`src/rtl/mbdsc_pkg.sv`:
```
package mbdsc_pkg;

	// stage geometry
	localparam int unsigned STAGE_W  = 72;
	localparam int unsigned MEM_W    = 144;
	localparam int unsigned STAGES   = 4;
	localparam int unsigned CE_W     = 12;
	localparam int unsigned RSTN_W   = 4;
	localparam int unsigned MULTS    = 16;

	// stage index: lower half then upper half
	localparam int unsigned STG_LO_A = 0;
	localparam int unsigned STG_LO_B = 1;
	localparam int unsigned STG_HI_A = 2;
	localparam int unsigned STG_HI_B = 3;

	// register byte offsets
	localparam logic [7:0] ADR_STAGE0 = 8'h00;
	localparam logic [7:0] ADR_MODE   = 8'h10;
	localparam logic [7:0] ADR_STATUS = 8'h14;

	// stage config fields
	localparam int unsigned CFG_W        = 9;
	localparam int unsigned CFG_DEL      = 0;
	localparam int unsigned CFG_CESEL_LO = 1;
	localparam int unsigned CFG_RSEL_LO  = 5;
	localparam int unsigned CFG_RMODE    = 8;
	localparam logic [CFG_W-1:0] CFG_RST = 9'h000;

	// mode register fields
	localparam int unsigned MODE_W      = 8;
	localparam int unsigned MD_MULT_LO  = 0;
	localparam int unsigned MD_FMT_LO   = 2;
	localparam int unsigned MD_TWO_EXP  = 6;
	localparam int unsigned MD_MEM_SRC  = 7;
	localparam logic [MODE_W-1:0] MODE_RST = 8'h10;

	// status fields
	localparam int unsigned ST_CNT_LO = 16;
	localparam int unsigned ST_ERR    = 22;

	// selector codes
	localparam logic [3:0] CESEL_ZERO = 4'h0;
	localparam logic [3:0] CESEL_ONE  = 4'hd;
	localparam logic [2:0] RSEL_ZERO  = 3'h0;
	localparam logic [2:0] RSEL_ONE   = 3'h5;

	// multiplier count modes
	localparam logic [1:0] MULT_X1    = 2'h0;
	localparam logic [1:0] MULT_X2    = 2'h1;
	localparam logic [1:0] MULT_X2SPL = 2'h2;
	localparam logic [1:0] MULT_X4    = 2'h3;

	localparam logic [MULTS-1:0] MASK_X1    = 16'h000f;
	localparam logic [MULTS-1:0] MASK_X2    = 16'h00ff;
	localparam logic [MULTS-1:0] MASK_X2SPL = 16'h0f0f;
	localparam logic [MULTS-1:0] MASK_X4    = 16'hffff;

	typedef enum logic [3:0] {
		FMT_INT3 = 4'h0, FMT_INT4 = 4'h1, FMT_INT6 = 4'h2, FMT_INT7 = 4'h3,
		FMT_INT8 = 4'h4, FMT_INT16 = 4'h5,
		FMT_BFP3 = 4'h6, FMT_BFP4 = 4'h7, FMT_BFP6 = 4'h8, FMT_BFP7 = 4'h9,
		FMT_BFP8 = 4'ha, FMT_BFP16 = 4'hb,
		FMT_FP16 = 4'hc, FMT_HALF_FLOAT_WIDE_EXPONENT = 4'hd, FMT_FP24 = 4'he
	} mbdsc_fmt_type;

	function automatic logic mbdsc_ce_pick(input logic [3:0] code, input logic [CE_W-1:0] bus);
		if (code == CESEL_ZERO)
			return 1'b0;
		else if (code == CESEL_ONE)
			return 1'b1;
		else if (code > CESEL_ONE)
			return 1'b0;
		else
			return bus[code - 4'h1];
	endfunction : mbdsc_ce_pick

	function automatic logic mbdsc_rstn_pick(input logic [2:0] code, input logic [RSTN_W-1:0] bus);
		if (code == RSEL_ZERO)
			return 1'b0;
		else if (code == RSEL_ONE)
			return 1'b1;
		else if (code > RSEL_ONE)
			return 1'b0;
		else
			return bus[2'(code - 3'h1)];
	endfunction : mbdsc_rstn_pick

endpackage : mbdsc_pkg

```
`src/rtl/mbdsc_cfg_if.sv`:
```
`timescale 1ns/1ps
interface mbdsc_cfg_if;
	logic       del;
	logic [3:0] cesel;
	logic [2:0] rstsel;
	logic       rst_mode;

	modport ctrl  (output del, output cesel, output rstsel, output rst_mode);
	modport stage (input del, input cesel, input rstsel, input rst_mode);
endinterface : mbdsc_cfg_if

```
`src/rtl/mbdsc_stage.sv`:
```
`timescale 1ns/1ps
module mbdsc_stage
	import mbdsc_pkg::*;
#(
	parameter bit ALLOW_ASYNC = 1'b0
) (
	// clock and reset
	input  wire logic                  clk_i,
	input  wire logic                  rst_i,
	// configuration
	mbdsc_cfg_if.stage                 cfg,
	// shared enable and reset buses
	input  wire logic [CE_W-1:0]       ce_bus_i,
	input  wire logic [RSTN_W-1:0]     rstn_bus_i,
	// data
	input  wire logic [STAGE_W-1:0]    d_i,
	output logic      [STAGE_W-1:0]    q_o
);
	logic               ce_sel;
	logic               rstn_sel;
	logic               async_clr;
	logic [STAGE_W-1:0] q_r;
	logic [STAGE_W-1:0] q_nxt;

	assign ce_sel    = mbdsc_ce_pick(cfg.cesel, ce_bus_i);
	assign rstn_sel  = mbdsc_rstn_pick(cfg.rstsel, rstn_bus_i);
	// fixed-style stages ignore rst_mode entirely
	assign async_clr = ALLOW_ASYNC && cfg.rst_mode && cfg.del && !rstn_sel;

	always_comb begin
		q_nxt = q_r;
		if (cfg.del && !rstn_sel)
			q_nxt = '0;
		else if (cfg.del && ce_sel)
			q_nxt = d_i;
	end

	// async clear is glitch sensitive: selector changes while rstn is low clear the stage
	always_ff @(posedge clk_i or posedge async_clr) begin
		if (async_clr)
			q_r <= '0;
		else if (rst_i)
			q_r <= '0;
		else
			q_r <= q_nxt;
	end

	assign q_o = cfg.del ? q_r : d_i;
endmodule : mbdsc_stage

```
`src/rtl/mbdsc_top.sv`:
```
// The Wishbone interface to the registers and the register addresses were decided locally.
`timescale 1ns/1ps
module mbdsc_top (
	// clock and reset
	input  wire logic                           clk_i,
	input  wire logic                           rst_i,
	// wishbone slave
	input  wire logic                           wb_cyc_i,
	input  wire logic                           wb_stb_i,
	input  wire logic                           wb_we_i,
	input  wire logic [7:0]                     wb_adr_i,
	input  wire logic [3:0]                     wb_sel_i,
	input  wire logic [31:0]                    wb_dat_i,
	output logic      [31:0]                    wb_dat_o,
	output logic                                wb_ack_o,
	// shared enable and reset buses
	input  wire logic [mbdsc_pkg::CE_W-1:0]     ce_bus_i,
	input  wire logic [mbdsc_pkg::RSTN_W-1:0]   rstn_bus_i,
	// fabric operands and coupled memory paths
	input  wire logic [mbdsc_pkg::STAGE_W-1:0]  operand_a_i,
	input  wire logic [mbdsc_pkg::STAGE_W-1:0]  operand_b_i,
	input  wire logic [mbdsc_pkg::MEM_W-1:0]    bram_dout_i,
	input  wire logic [mbdsc_pkg::MEM_W-1:0]    rf_dout_i,
	// staged operands per half
	output logic      [mbdsc_pkg::MEM_W-1:0]    lower_ops_o,
	output logic      [mbdsc_pkg::MEM_W-1:0]    upper_ops_o,
	// mode status
	output logic      [mbdsc_pkg::MULTS-1:0]    active_mult_o,
	output logic      [5:0]                     max_products_o
);
	import mbdsc_pkg::*;

	function automatic logic [31:0] wb_merge(input logic [31:0] old, input logic [31:0] wd,
		input logic [3:0] sel);
		logic [31:0] res;
		res = old;
		for (int i = 0; i < 4; i++) begin
			if (sel[i])
				res[i*8 +: 8] = wd[i*8 +: 8];
		end
		return res;
	endfunction : wb_merge

	// stage slots are word aligned below MODE; other offsets in that span read as zero
	function automatic logic is_stage_adr(input logic [7:0] adr);
		return adr < ADR_MODE && adr[1:0] == 2'h0;
	endfunction : is_stage_adr

	function automatic logic [MULTS-1:0] mult_mask(input logic [1:0] mode);
		case (mode)
			MULT_X1:    mult_mask = MASK_X1;
			MULT_X2:    mult_mask = MASK_X2;
			MULT_X2SPL: mult_mask = MASK_X2SPL;
			default:    mult_mask = MASK_X4;
		endcase
	endfunction : mult_mask

	// columns x1, x2, x4; bfp x2 column split by exponent count
	function automatic logic [5:0] max_products(input logic [3:0] fmt, input logic [1:0] mode,
		input logic two_exp);
		logic [5:0] c1;
		logic [5:0] c2;
		logic [5:0] c2b;
		logic [5:0] c4;
		c1 = 6'h00;
		c2 = 6'h00;
		c2b = 6'h00;
		c4 = 6'h00;
		case (fmt)
			FMT_INT3:  begin c1 = 6'd12; c2 = 6'd24; c2b = 6'd24; c4 = 6'd32; end
			FMT_INT4:  begin c1 = 6'd8;  c2 = 6'd16; c2b = 6'd16; c4 = 6'd32; end
			FMT_INT6:  begin c1 = 6'd6;  c2 = 6'd12; c2b = 6'd12; c4 = 6'd16; end
			FMT_INT7:  begin c1 = 6'd5;  c2 = 6'd10; c2b = 6'd10; c4 = 6'd16; end
			FMT_INT8:  begin c1 = 6'd4;  c2 = 6'd8;  c2b = 6'd8;  c4 = 6'd16; end
			FMT_INT16: begin c1 = 6'd2;  c2 = 6'd4;  c2b = 6'd4;  c4 = 6'd4;  end
			FMT_BFP3:  begin c1 = 6'd10; c2 = 6'd16; c2b = 6'd20; c4 = 6'd32; end
			FMT_BFP4:  begin c1 = 6'd8;  c2 = 6'd12; c2b = 6'd16; c4 = 6'd32; end
			FMT_BFP6:  begin c1 = 6'd5;  c2 = 6'd8;  c2b = 6'd10; c4 = 6'd16; end
			FMT_BFP7:  begin c1 = 6'd4;  c2 = 6'd8;  c2b = 6'd9;  c4 = 6'd16; end
			FMT_BFP8:  begin c1 = 6'd4;  c2 = 6'd6;  c2b = 6'd8;  c4 = 6'd16; end
			FMT_BFP16: begin c1 = 6'd2;  c2 = 6'd4;  c2b = 6'd4;  c4 = 6'd4;  end
			FMT_FP16, FMT_HALF_FLOAT_WIDE_EXPONENT, FMT_FP24: begin
				c1 = 6'd1;
				c2 = 6'd2;
				c2b = 6'd2;
				c4 = 6'd2;
			end
			default: c1 = 6'h00;
		endcase
		case (mode)
			MULT_X1: max_products = c1;
			MULT_X4: max_products = c4;
			default: max_products = two_exp ? c2b : c2;
		endcase
	endfunction : max_products

	logic [CFG_W-1:0]   stage_cfg_r   [STAGES];
	logic [CFG_W-1:0]   stage_cfg_nxt [STAGES];
	logic [MODE_W-1:0]  mode_r;
	logic [MODE_W-1:0]  mode_nxt;
	logic               ack_r;
	logic               ack_nxt;
	logic [31:0]        dat_r;
	logic [31:0]        dat_nxt;
	logic [MULTS-1:0]   active_r;
	logic [5:0]         count_r;
	logic [MULTS-1:0]   active_nxt;
	logic [5:0]         count_nxt;
	logic               cfg_err;
	logic               req;
	logic [MEM_W-1:0]   mem_sel;
	logic [STAGE_W-1:0] stage_d [STAGES];
	logic [STAGE_W-1:0] stage_q [STAGES];
	logic [31:0]        status_word;

	assign req = wb_cyc_i && wb_stb_i && !ack_r;

	// out-of-range selectors pick a constant zero; flagged for software
	always_comb begin
		cfg_err = 1'b0;
		for (int i = 0; i < STAGES; i++) begin
			if (stage_cfg_r[i][CFG_CESEL_LO +: 4] > CESEL_ONE ||
				stage_cfg_r[i][CFG_RSEL_LO +: 3] > RSEL_ONE)
				cfg_err = 1'b1;
		end
	end

	assign status_word = {9'h000, cfg_err, count_r, active_r};

	// mask and count lag MODE by one cycle so both outputs stay flop driven
	always_comb begin
		active_nxt = mult_mask(mode_r[MD_MULT_LO +: 2]);
		count_nxt  = max_products(mode_r[MD_FMT_LO +: 4], mode_r[MD_MULT_LO +: 2], mode_r[MD_TWO_EXP]);
	end

	always_comb begin
		stage_cfg_nxt = stage_cfg_r;
		mode_nxt = mode_r;
		ack_nxt = req;
		dat_nxt = 32'h0000_0000;
		if (req && wb_we_i) begin
			if (is_stage_adr(wb_adr_i))
				stage_cfg_nxt[wb_adr_i[3:2]] = CFG_W'(wb_merge(32'(stage_cfg_r[wb_adr_i[3:2]]),
					wb_dat_i, wb_sel_i));
			else if (wb_adr_i == ADR_MODE)
				mode_nxt = MODE_W'(wb_merge(32'(mode_r), wb_dat_i, wb_sel_i));
		end else if (req) begin
			if (is_stage_adr(wb_adr_i))
				dat_nxt = 32'(stage_cfg_r[wb_adr_i[3:2]]);
			else if (wb_adr_i == ADR_MODE)
				dat_nxt = 32'(mode_r);
			else if (wb_adr_i == ADR_STATUS)
				dat_nxt = status_word;
		end
	end

	always_ff @(posedge clk_i) begin
		if (rst_i) begin
			for (int i = 0; i < STAGES; i++)
				stage_cfg_r[i] <= CFG_RST;
			mode_r   <= MODE_RST;
			ack_r    <= 1'b0;
			dat_r    <= 32'h0000_0000;
			active_r <= MASK_X1;
			count_r  <= 6'h00;
		end else begin
			stage_cfg_r <= stage_cfg_nxt;
			mode_r   <= mode_nxt;
			ack_r    <= ack_nxt;
			dat_r    <= dat_nxt;
			active_r <= active_nxt;
			count_r  <= count_nxt;
		end
	end

	assign wb_ack_o       = ack_r;
	assign wb_dat_o       = dat_r;
	assign active_mult_o  = active_r;
	assign max_products_o = count_r;

	// x4 takes the second operand pair from the coupled memory path
	assign mem_sel = mode_r[MD_MEM_SRC] ? rf_dout_i : bram_dout_i;
	assign stage_d[STG_LO_A] = operand_a_i;
	assign stage_d[STG_LO_B] = operand_b_i;
	assign stage_d[STG_HI_A] = (mode_r[MD_MULT_LO +: 2] == MULT_X4) ? mem_sel[STAGE_W-1:0] : operand_a_i;
	assign stage_d[STG_HI_B] = (mode_r[MD_MULT_LO +: 2] == MULT_X4) ? mem_sel[MEM_W-1:STAGE_W] : operand_b_i;

	// staged data is combinational when bypassed, so these are not flop outputs
	assign lower_ops_o = {stage_q[STG_LO_B], stage_q[STG_LO_A]};
	assign upper_ops_o = {stage_q[STG_HI_B], stage_q[STG_HI_A]};

	for (genvar g = 0; g < STAGES; g++) begin : g_stage
		mbdsc_cfg_if cfg_bus ();
		assign cfg_bus.del      = stage_cfg_r[g][CFG_DEL];
		assign cfg_bus.cesel    = stage_cfg_r[g][CFG_CESEL_LO +: 4];
		assign cfg_bus.rstsel   = stage_cfg_r[g][CFG_RSEL_LO +: 3];
		assign cfg_bus.rst_mode = stage_cfg_r[g][CFG_RMODE];
		mbdsc_stage #(
			.ALLOW_ASYNC ((g % 2) == 0)
		) u_stage (
			.clk_i      (clk_i),
			.rst_i      (rst_i),
			.cfg        (cfg_bus.stage),
			.ce_bus_i   (ce_bus_i),
			.rstn_bus_i (rstn_bus_i),
			.d_i        (stage_d[g]),
			.q_o        (stage_q[g])
		);
	end
endmodule : mbdsc_top
```
`config.mk`:
```
export PLATFORM = sky130hd
export DESIGN_NAME = mbdsc_top
export DESIGN_NICKNAME = d
export VERILOG_FILES = /design/src/rtl/mbdsc_pkg.sv /design/src/rtl/mbdsc_cfg_if.sv /design/src/rtl/mbdsc_stage.sv /design/src/rtl/mbdsc_top.sv
export SDC_FILE = /design/constraint.sdc
export NUM_CORES = 1
export LEC_CHECK = 0
export BUFFER_PORTS_ARGS = -buffer_cell sky130_fd_sc_hd__buf_2
export CAP_MARGIN = 20
export CORE_AREA = 2 2 332 334
export CTS_CLUSTER_DIAMETER = 50
export DETAILED_ROUTE_END_ITERATION = 16
export DIE_AREA = 0 0 334 336
export PLACE_DENSITY_LB_ADDON = 0.3
export SYNTH_ARGS = -nofsm -noshare
export SYNTH_HDL_FRONTEND = slang
export SYNTH_SLANG_ARGS = --single-unit
```
`constraint.sdc`:
```
create_clock -name clk_i -period 6.42 [get_ports clk_i]
set_input_delay 0.321 -clock clk_i [delete_from_list [all_inputs] [get_ports clk_i]]
set_output_delay 0.321 -clock clk_i [all_outputs]
set_load 0.03 [all_outputs]
```
==> impl_metrics.json, run 1 <==
{
  "outcome": "finished clean",
  "layout_commonest_cell": "buf_2",
  "place_ws_ns": 2.88,
  "core_area_um2": 108000,
  "drv_slew": 0,
  "die_y_um": 336,
  "firstDrtPassIters": 5,
  "vias": 23770,
  "fillerInstances": 11600,
  "htreeDepth": 3,
  "dr.first_iter.drc_count": 1225,
  "cp-start-kind": "register",
  "rsz0062_at_grt": "false",
  "slew_headroom": 0.255,
  "skew_ns": 0.0285,
  "max-cap-violations": 0,
  "cellLeakagePower_nw": 12.4,
  "rows": 121,
  "synth_seq_area_share": 0.332,
  "die_area_um2": 112000,
  "grt_usage": 0.180,
  "finalHoldViolCount": 0,
  "grt_overflow": 0,
  "grt_pass1_wl_um": 152000,
  "multi_input_area_um2": 14500,
  "hold_class": "in -> reg",
  "path_max_fanout": 46,
  "period_minus_slack_ns": 3.61,
  "tightest_slew_ns": 1.10,
  "avgSynthCellArea_um2": 8.47,
  "clock_sinks": 360,
  "worstPathRequired_ns": 6.94,
  "grt_max_degree": 134,
  "die_w_um": 334,
  "synth.ff_latch_count": 360,
  "yosys_warnings": 0,
  "setup_tns_ns": 0,
  "drt_wl_total_um": 105000,
  "post-route-drc-count": 0,
  "layout_common_cells": "801 x buf_2, 436 x nand2_1, 379 x mux2i_1",
  "ir_drop_mv": 0.170,
  "synth_edf_count": 0,
  "antenna_found_initial": 49,
  "cts_inserted_buffers": 69,
  "finalWeightedCongestion": 0.830,
  "cts_buffer_depth": 3,
  "initial_core_util": 0.220,
  "hpwl_um": 78200,
  "cts_tree": "built",
  "finalSetupViolCount": 0,
  "nets": 4106,
  "synthArstFlopShare": 0.400,
  "antenna_left": 0,
  "cts_setup_buffers": 0,
  "cts-root-buf": "clkbuf_16",
  "clock_latency_ns": 0.62,
  "cts-hold-fix-buffers": 147,
  "via_per_inst": 4.69,
  "max_freq_mhz": 277,
  "io_buffers": 801,
  "grt_pass1_vias": 22826,
  "synth_area_um2": 23800,
  "synthFlopType": "dfxtp_1",
  "cts_resized": 0,
  "post_drt_wl_per_cell_um": 20.8,
  "syn_to_final_growth_pct": 36.8,
  "synth_cell_types": 72,
  "setup_slack_ns": 2.81,
  "critical_path_class": "reg -> reg",
  "critPathCaptureType": "register",
  "final-seq-area_um2": 7950,
  "drive_gt1_frac": 0.345,
  "syn_inst": 2817,
  "fin_crit_sh": 0.563,
  "clkTransAtPathRegs_ns": 0.06,
  "io_pins": 840,
  "critical_path_arrival_ns": 4.14,
  "power.density_nw_per_um2": 216
}
==> where the power goes <==
part	leakage, nW	internal (W)	switching [W]
Sequential	3.80	0.00225	0.000000661
Clock	1.19	0.00248	0.00139
Combinational	7.38	0.000337	0.000577
==> cell usage after synthesis, drive strengths merged (3+ instances only) <==
master | count | area share
o22ai | 4 | 0.0010
bufbuf | 3 | 0.0024
buf | 110 | 0.030
xor2 | 5 | 0.0018
inv | 37 | 0.0058
mux4 | 17 | 0.016
a211oi | 22 | 0.0069
mux2 | 154 | 0.073
dfxtp | 216 | 0.18
nand2b | 78 | 0.020
or3 | 73 | 0.019
a21oi | 109 | 0.034
nor2 | 55 | 0.0087
nand3 | 298 | 0.063
o211ai | 6 | 0.0019
nor4 | 4 | 0.0029
mux2i | 379 | 0.16
nor2b | 10 | 0.0026
and2 | 10 | 0.0026
o21ai | 381 | 0.086
a31oi | 3 | 0.0010
and3 | 3 | 0.00079
nor3b | 4 | 0.0013
o311ai | 3 | 0.0011
nor3 | 10 | 0.0021
dfrtp | 144 | 0.15
xnor2 | 6 | 0.0022
ha | 21 | 0.011
nand3b | 5 | 0.0016
clkbuf | 177 | 0.028
nand2 | 438 | 0.069
==> critical path, stage by stage, from the launching register on <==
cell and delay (ns):
dfxtp_1 0.40, inv_1 0.10, ha_1 0.33, mux2_2 0.24
o22ai_1 0.08, o311ai_1 0.90, nand2_4 0.69, buf_4 0.53
a21oi_2 0.17
==> per-layer routing <==
| metal | routed length, um | vias up | global-route usage |
|---|---|---|---|
| met5 | 338 | - | 0 |
| li1 | - | 11441 | - |
| met3 | 9390 | 188 | 0.0648 |
| met1 | 43200 | 11225 | 0.212 |
| met4 | 3480 | 54 | 0.0666 |
| met2 | 49000 | 862 | 0.298 |
==> through the flow <==
stage	utilization	hold slack, ns	instances	total power (W)	area (um^2)
CTS	0.301	0.0000718	5057	0.00716	32600
detailed placement	0.265	0.425	4784	0.00314	28700
global placement	0.265	0.414	4784	0.00314	28700
floorplan	-	0.429	2828	0.00275	23900
global route	0.301	0.0424	5059	0.00730	32600
finish	0.301	0.0414	5066	0.00703	32600
==> cells by family (layout without fill, tap and decap cells) <==
logic type	after synthesis	in the layout	share of synthesized area
AND/OR/NAND/NOR	996	996	0.197
multiplexers	550	550	0.248
XOR/XNOR	11	11	0.00404
flip-flops	360	360	0.332
other	2	22	0.000315
AO/OA/AOI/OAI	548	548	0.140
adder cells (fa/ha/maj)	21	21	0.0110
buffers and inverters	329	1144	0.0672
==> cell type report <==
class,count,area share
multi-input cells,2139,0.444
flip-flops and latches,360,0.244
repair buffers,979,0.178
clock buffers,90,0.0614
well taps,1414,0.0542
clock inverters,36,0.0138
inverters,39,0.00472
diodes,9,0.000690
==> registers in the layout, summed over array words and instances (netlist names) <==
signal and count:
g_stage.cfg_bus.rstsel 12, g_stage.cfg_bus.del 4, g_stage.cfg_bus.cesel 16, wb_ack_o 1
g_stage.u_stage.q_r 288, g_stage.cfg_bus.rst_mode 4, max_products_o 6, mode_r 8
active_mult_o 3, wb_dat_o 18
==> final timing paths <==
check                                             start  slack [ns]  depth (start not counted)                    endpoint
min reg2reg                 g_stage[0].cfg_bus.rst_mode        0.39                          1  g_stage[0].u_stage.q_r[65]
min                                     operand_b_i[50]        0.04                          3  g_stage[1].u_stage.q_r[50]
max                        g_stage[2].cfg_bus.rstsel[0]        2.81                          8  g_stage[2].u_stage.q_r[18]
max in group asynchronous  g_stage[2].cfg_bus.rstsel[0]        3.19                          7  g_stage[2].u_stage.q_r[16]
min in group asynchronous   g_stage[0].cfg_bus.rst_mode        0.39                          1  g_stage[0].u_stage.q_r[65]
max reg2reg                g_stage[2].cfg_bus.rstsel[0]        2.81                          8  g_stage[2].u_stage.q_r[18]
Power figures use the tool's default switching activity.
==> run 2: changes to the inputs <==
==> constraint.sdc (replaced) <==
create_clock -name clk_i -period 3 [get_ports clk_i]
set_input_delay 0.15 -clock clk_i [delete_from_list [all_inputs] [get_ports clk_i]]
set_output_delay 0.15 -clock clk_i [all_outputs]
set_load 0.03 [all_outputs]
==> run 2 against run 1 <==
  * Global-route usage fell by 0.17 points
  * Critical path depth fell by 1
  * Largest cell class unchanged
  * Final area rose by 3.0%
  * Clock skew fell by 0.015 ns
  * Sequential power rose by 110%
==> impl_metrics.json, run 2 (synthesized netlist as in run 1, its figures left out) <==
{
  "outcome": "finished clean",
  "finalWeightedCongestion": 0.872,
  "skew_ns": 0.0136,
  "core_area_um2": 108000,
  "slew_headroom": 0.512,
  "cts_tree": "built",
  "drive_gt1_frac": 0.358,
  "drv_slew": 0,
  "r2r-start": "g_stage[2].cfg_bus.cesel[1]",
  "grt_usage": 0.178,
  "io_buffers": 801,
  "via_per_inst": 4.65,
  "syn_to_final_growth_pct": 40.9,
  "hpwl_um": 80400,
  "finalHoldViolCount": 0,
  "clock_sinks": 360,
  "rsz0062_at_grt": "false",
  "grt_max_degree": 145,
  "rr_worst_depth": 8,
  "setup_tns_ns": 0,
  "nets": 4220,
  "fillerInstances": 11531,
  "worstPathRequired_ns": 2.85,
  "path_max_fanout": 48,
  "rr_endpoint": "g_stage[2].u_stage.q_r[69]",
  "drt_wl_total_um": 105000,
  "finalSetupViolCount": 0,
  "cts_buffer_depth": 3,
  "largest_reg_flops": 288,
  "place_ws_ns": 0.238,
  "grt_overflow": 0,
  "layout_common_cells": "798 x buf_2, 436 x nand2_1, 378 x mux2i_1",
  "grt_pass1_vias": 23152,
  "min_to": "g_stage[3].u_stage.q_r[67]",
  "htreeDepth": 2,
  "clock_latency_ns": 0.65,
  "power.density_nw_per_um2": 416,
  "top_register": "g_stage.u_stage.q_r",
  "cellLeakagePower_nw": 12.9,
  "io_pins": 840,
  "die_area_um2": 112000,
  "timing.hold.ws_ns": 0.0606,
  "antenna_found_initial": 35,
  "vias": 24071,
  "rows": 121,
  "die_w_um": 334,
  "setup_slack_ns": 0.140,
  "max_freq_mhz": 350,
  "grt_pass1_wl_um": 150000,
  "firstDrtPassIters": 6,
  "rrSetupSlack_ns": 0.24,
  "antenna_left": 0,
  "ir_drop_mv": 0.486,
  "post_drt_wl_per_cell_um": 20.2,
  "post-route-drc-count": 0,
  "die_y_um": 336,
  "dr.first_iter.drc_count": 1354,
  "max-cap-violations": 0,
  "critical_path_arrival_ns": 2.71,
  "cp-start-kind": "register",
  "initial_core_util": 0.220,
  "layout_commonest_cell": "buf_2",
  "whs_path_depth": 6,
  "cts_inserted_buffers": 61,
  "critPathCaptureType": "output pin",
  "fin_crit_sh": 0.953,
  "min-delay-start": "bram_dout_i[139]",
  "period_minus_slack_ns": 2.86,
  "critical_path_class": "reg -> out",
  "hold_class": "in -> reg",
  "tightest_slew_ns": 0.724,
  "clkTransAtPathRegs_ns": 0.05,
  "final_core_util": 0.310,
  "cts-root-buf": "clkbuf_16"
}
-- run 2: changes by cell type in the layout (fill, tap and decap cells not counted), moves of 3 or more --
cell / delta
clkinv_2: +6
buf_12: +27
o21ai_1: +3
clkinv_4: -3
buf_4: +73
clkbuf_16: -14
clkbuf_8: +3
bufinv_16: -3
dlygate4sd3_1: +22
inv_6: -3
buf_2: -3
diode_2: +4
o21ai_0: -3
-- run 2: worst max-delay path by stage --
stage                                      start                          to  cells after the start
detailed placement   g_stage[2].cfg_bus.cesel[1]  g_stage[2].u_stage.q_r[69]                      8
CTS                                    mode_r[7]              upper_ops_o[2]                      7
finish                                 mode_r[1]             upper_ops_o[92]                      7
floorplan           g_stage[0].cfg_bus.rstsel[0]   g_stage[0].u_stage.q_r[0]                     10
global route                           mode_r[7]            upper_ops_o[128]                      8
global placement     g_stage[2].cfg_bus.cesel[1]  g_stage[2].u_stage.q_r[70]                      8
-- run 2: per-layer routing --
layer,wire length [um],vias to the layer above,GRT usage
met1,41900,11321,0.208
li1,-,11681,-
met3,9250,201,0.0612
met4,4510,38,0.0754
met2,48800,830,0.296
met5,237,-,0
-- run 2: critical path: stages (launching register included) --
cell and delay [ns]:
dfxtp_2 0.37, ha_4 0.20, buf_12 0.16, buf_4 0.24
nand2_1 0.05, o21ai_0 0.15, o21ai_0 0.48, buf_2 0.31
-- run 2: final cells by class --
type,instances,area (um^2),share of cell area
flip-flops and latches,360,7950,0.237
inverters,39,154,0.00458
repair buffers,1101,7160,0.213
clock inverters,33,365,0.0109
well taps,1414,1770,0.0526
diodes,13,32.5,0.000968
clock buffers,80,1700,0.0505
multi-input cells,2139,14500,0.431
-- run 2: power by group --
group          internal [W]  switching, W  total, W
clock network       0.00430       0.00281   0.00711
registers           0.00481    0.00000126   0.00481
logic              0.000768       0.00127   0.00204
total               0.00988       0.00408    0.0140
-- run 2: timing repair --
item | in CTS | in global routing
endpoints found under the hold margin | 240 | 0
hold buffers | 169 | 0
endpoints found under the setup margin | 31 | 8
setup buffers | 4 | 0
pin swaps | 1 | 0
gates resized for setup | 1 | 8
-- run 2: through the flow --
| stage | cell area, um^2 | instances | total power, W |
|---|---|---|---|
| floorplan | 23900 | 2828 | 0.00588 |
| global placement | 29700 | 4880 | 0.00678 |
| detailed placement | 29700 | 4880 | 0.00678 |
| CTS | 33500 | 5166 | 0.0142 |
| global route | 33600 | 5171 | 0.0145 |
| finish | 33600 | 5179 | 0.0140 |
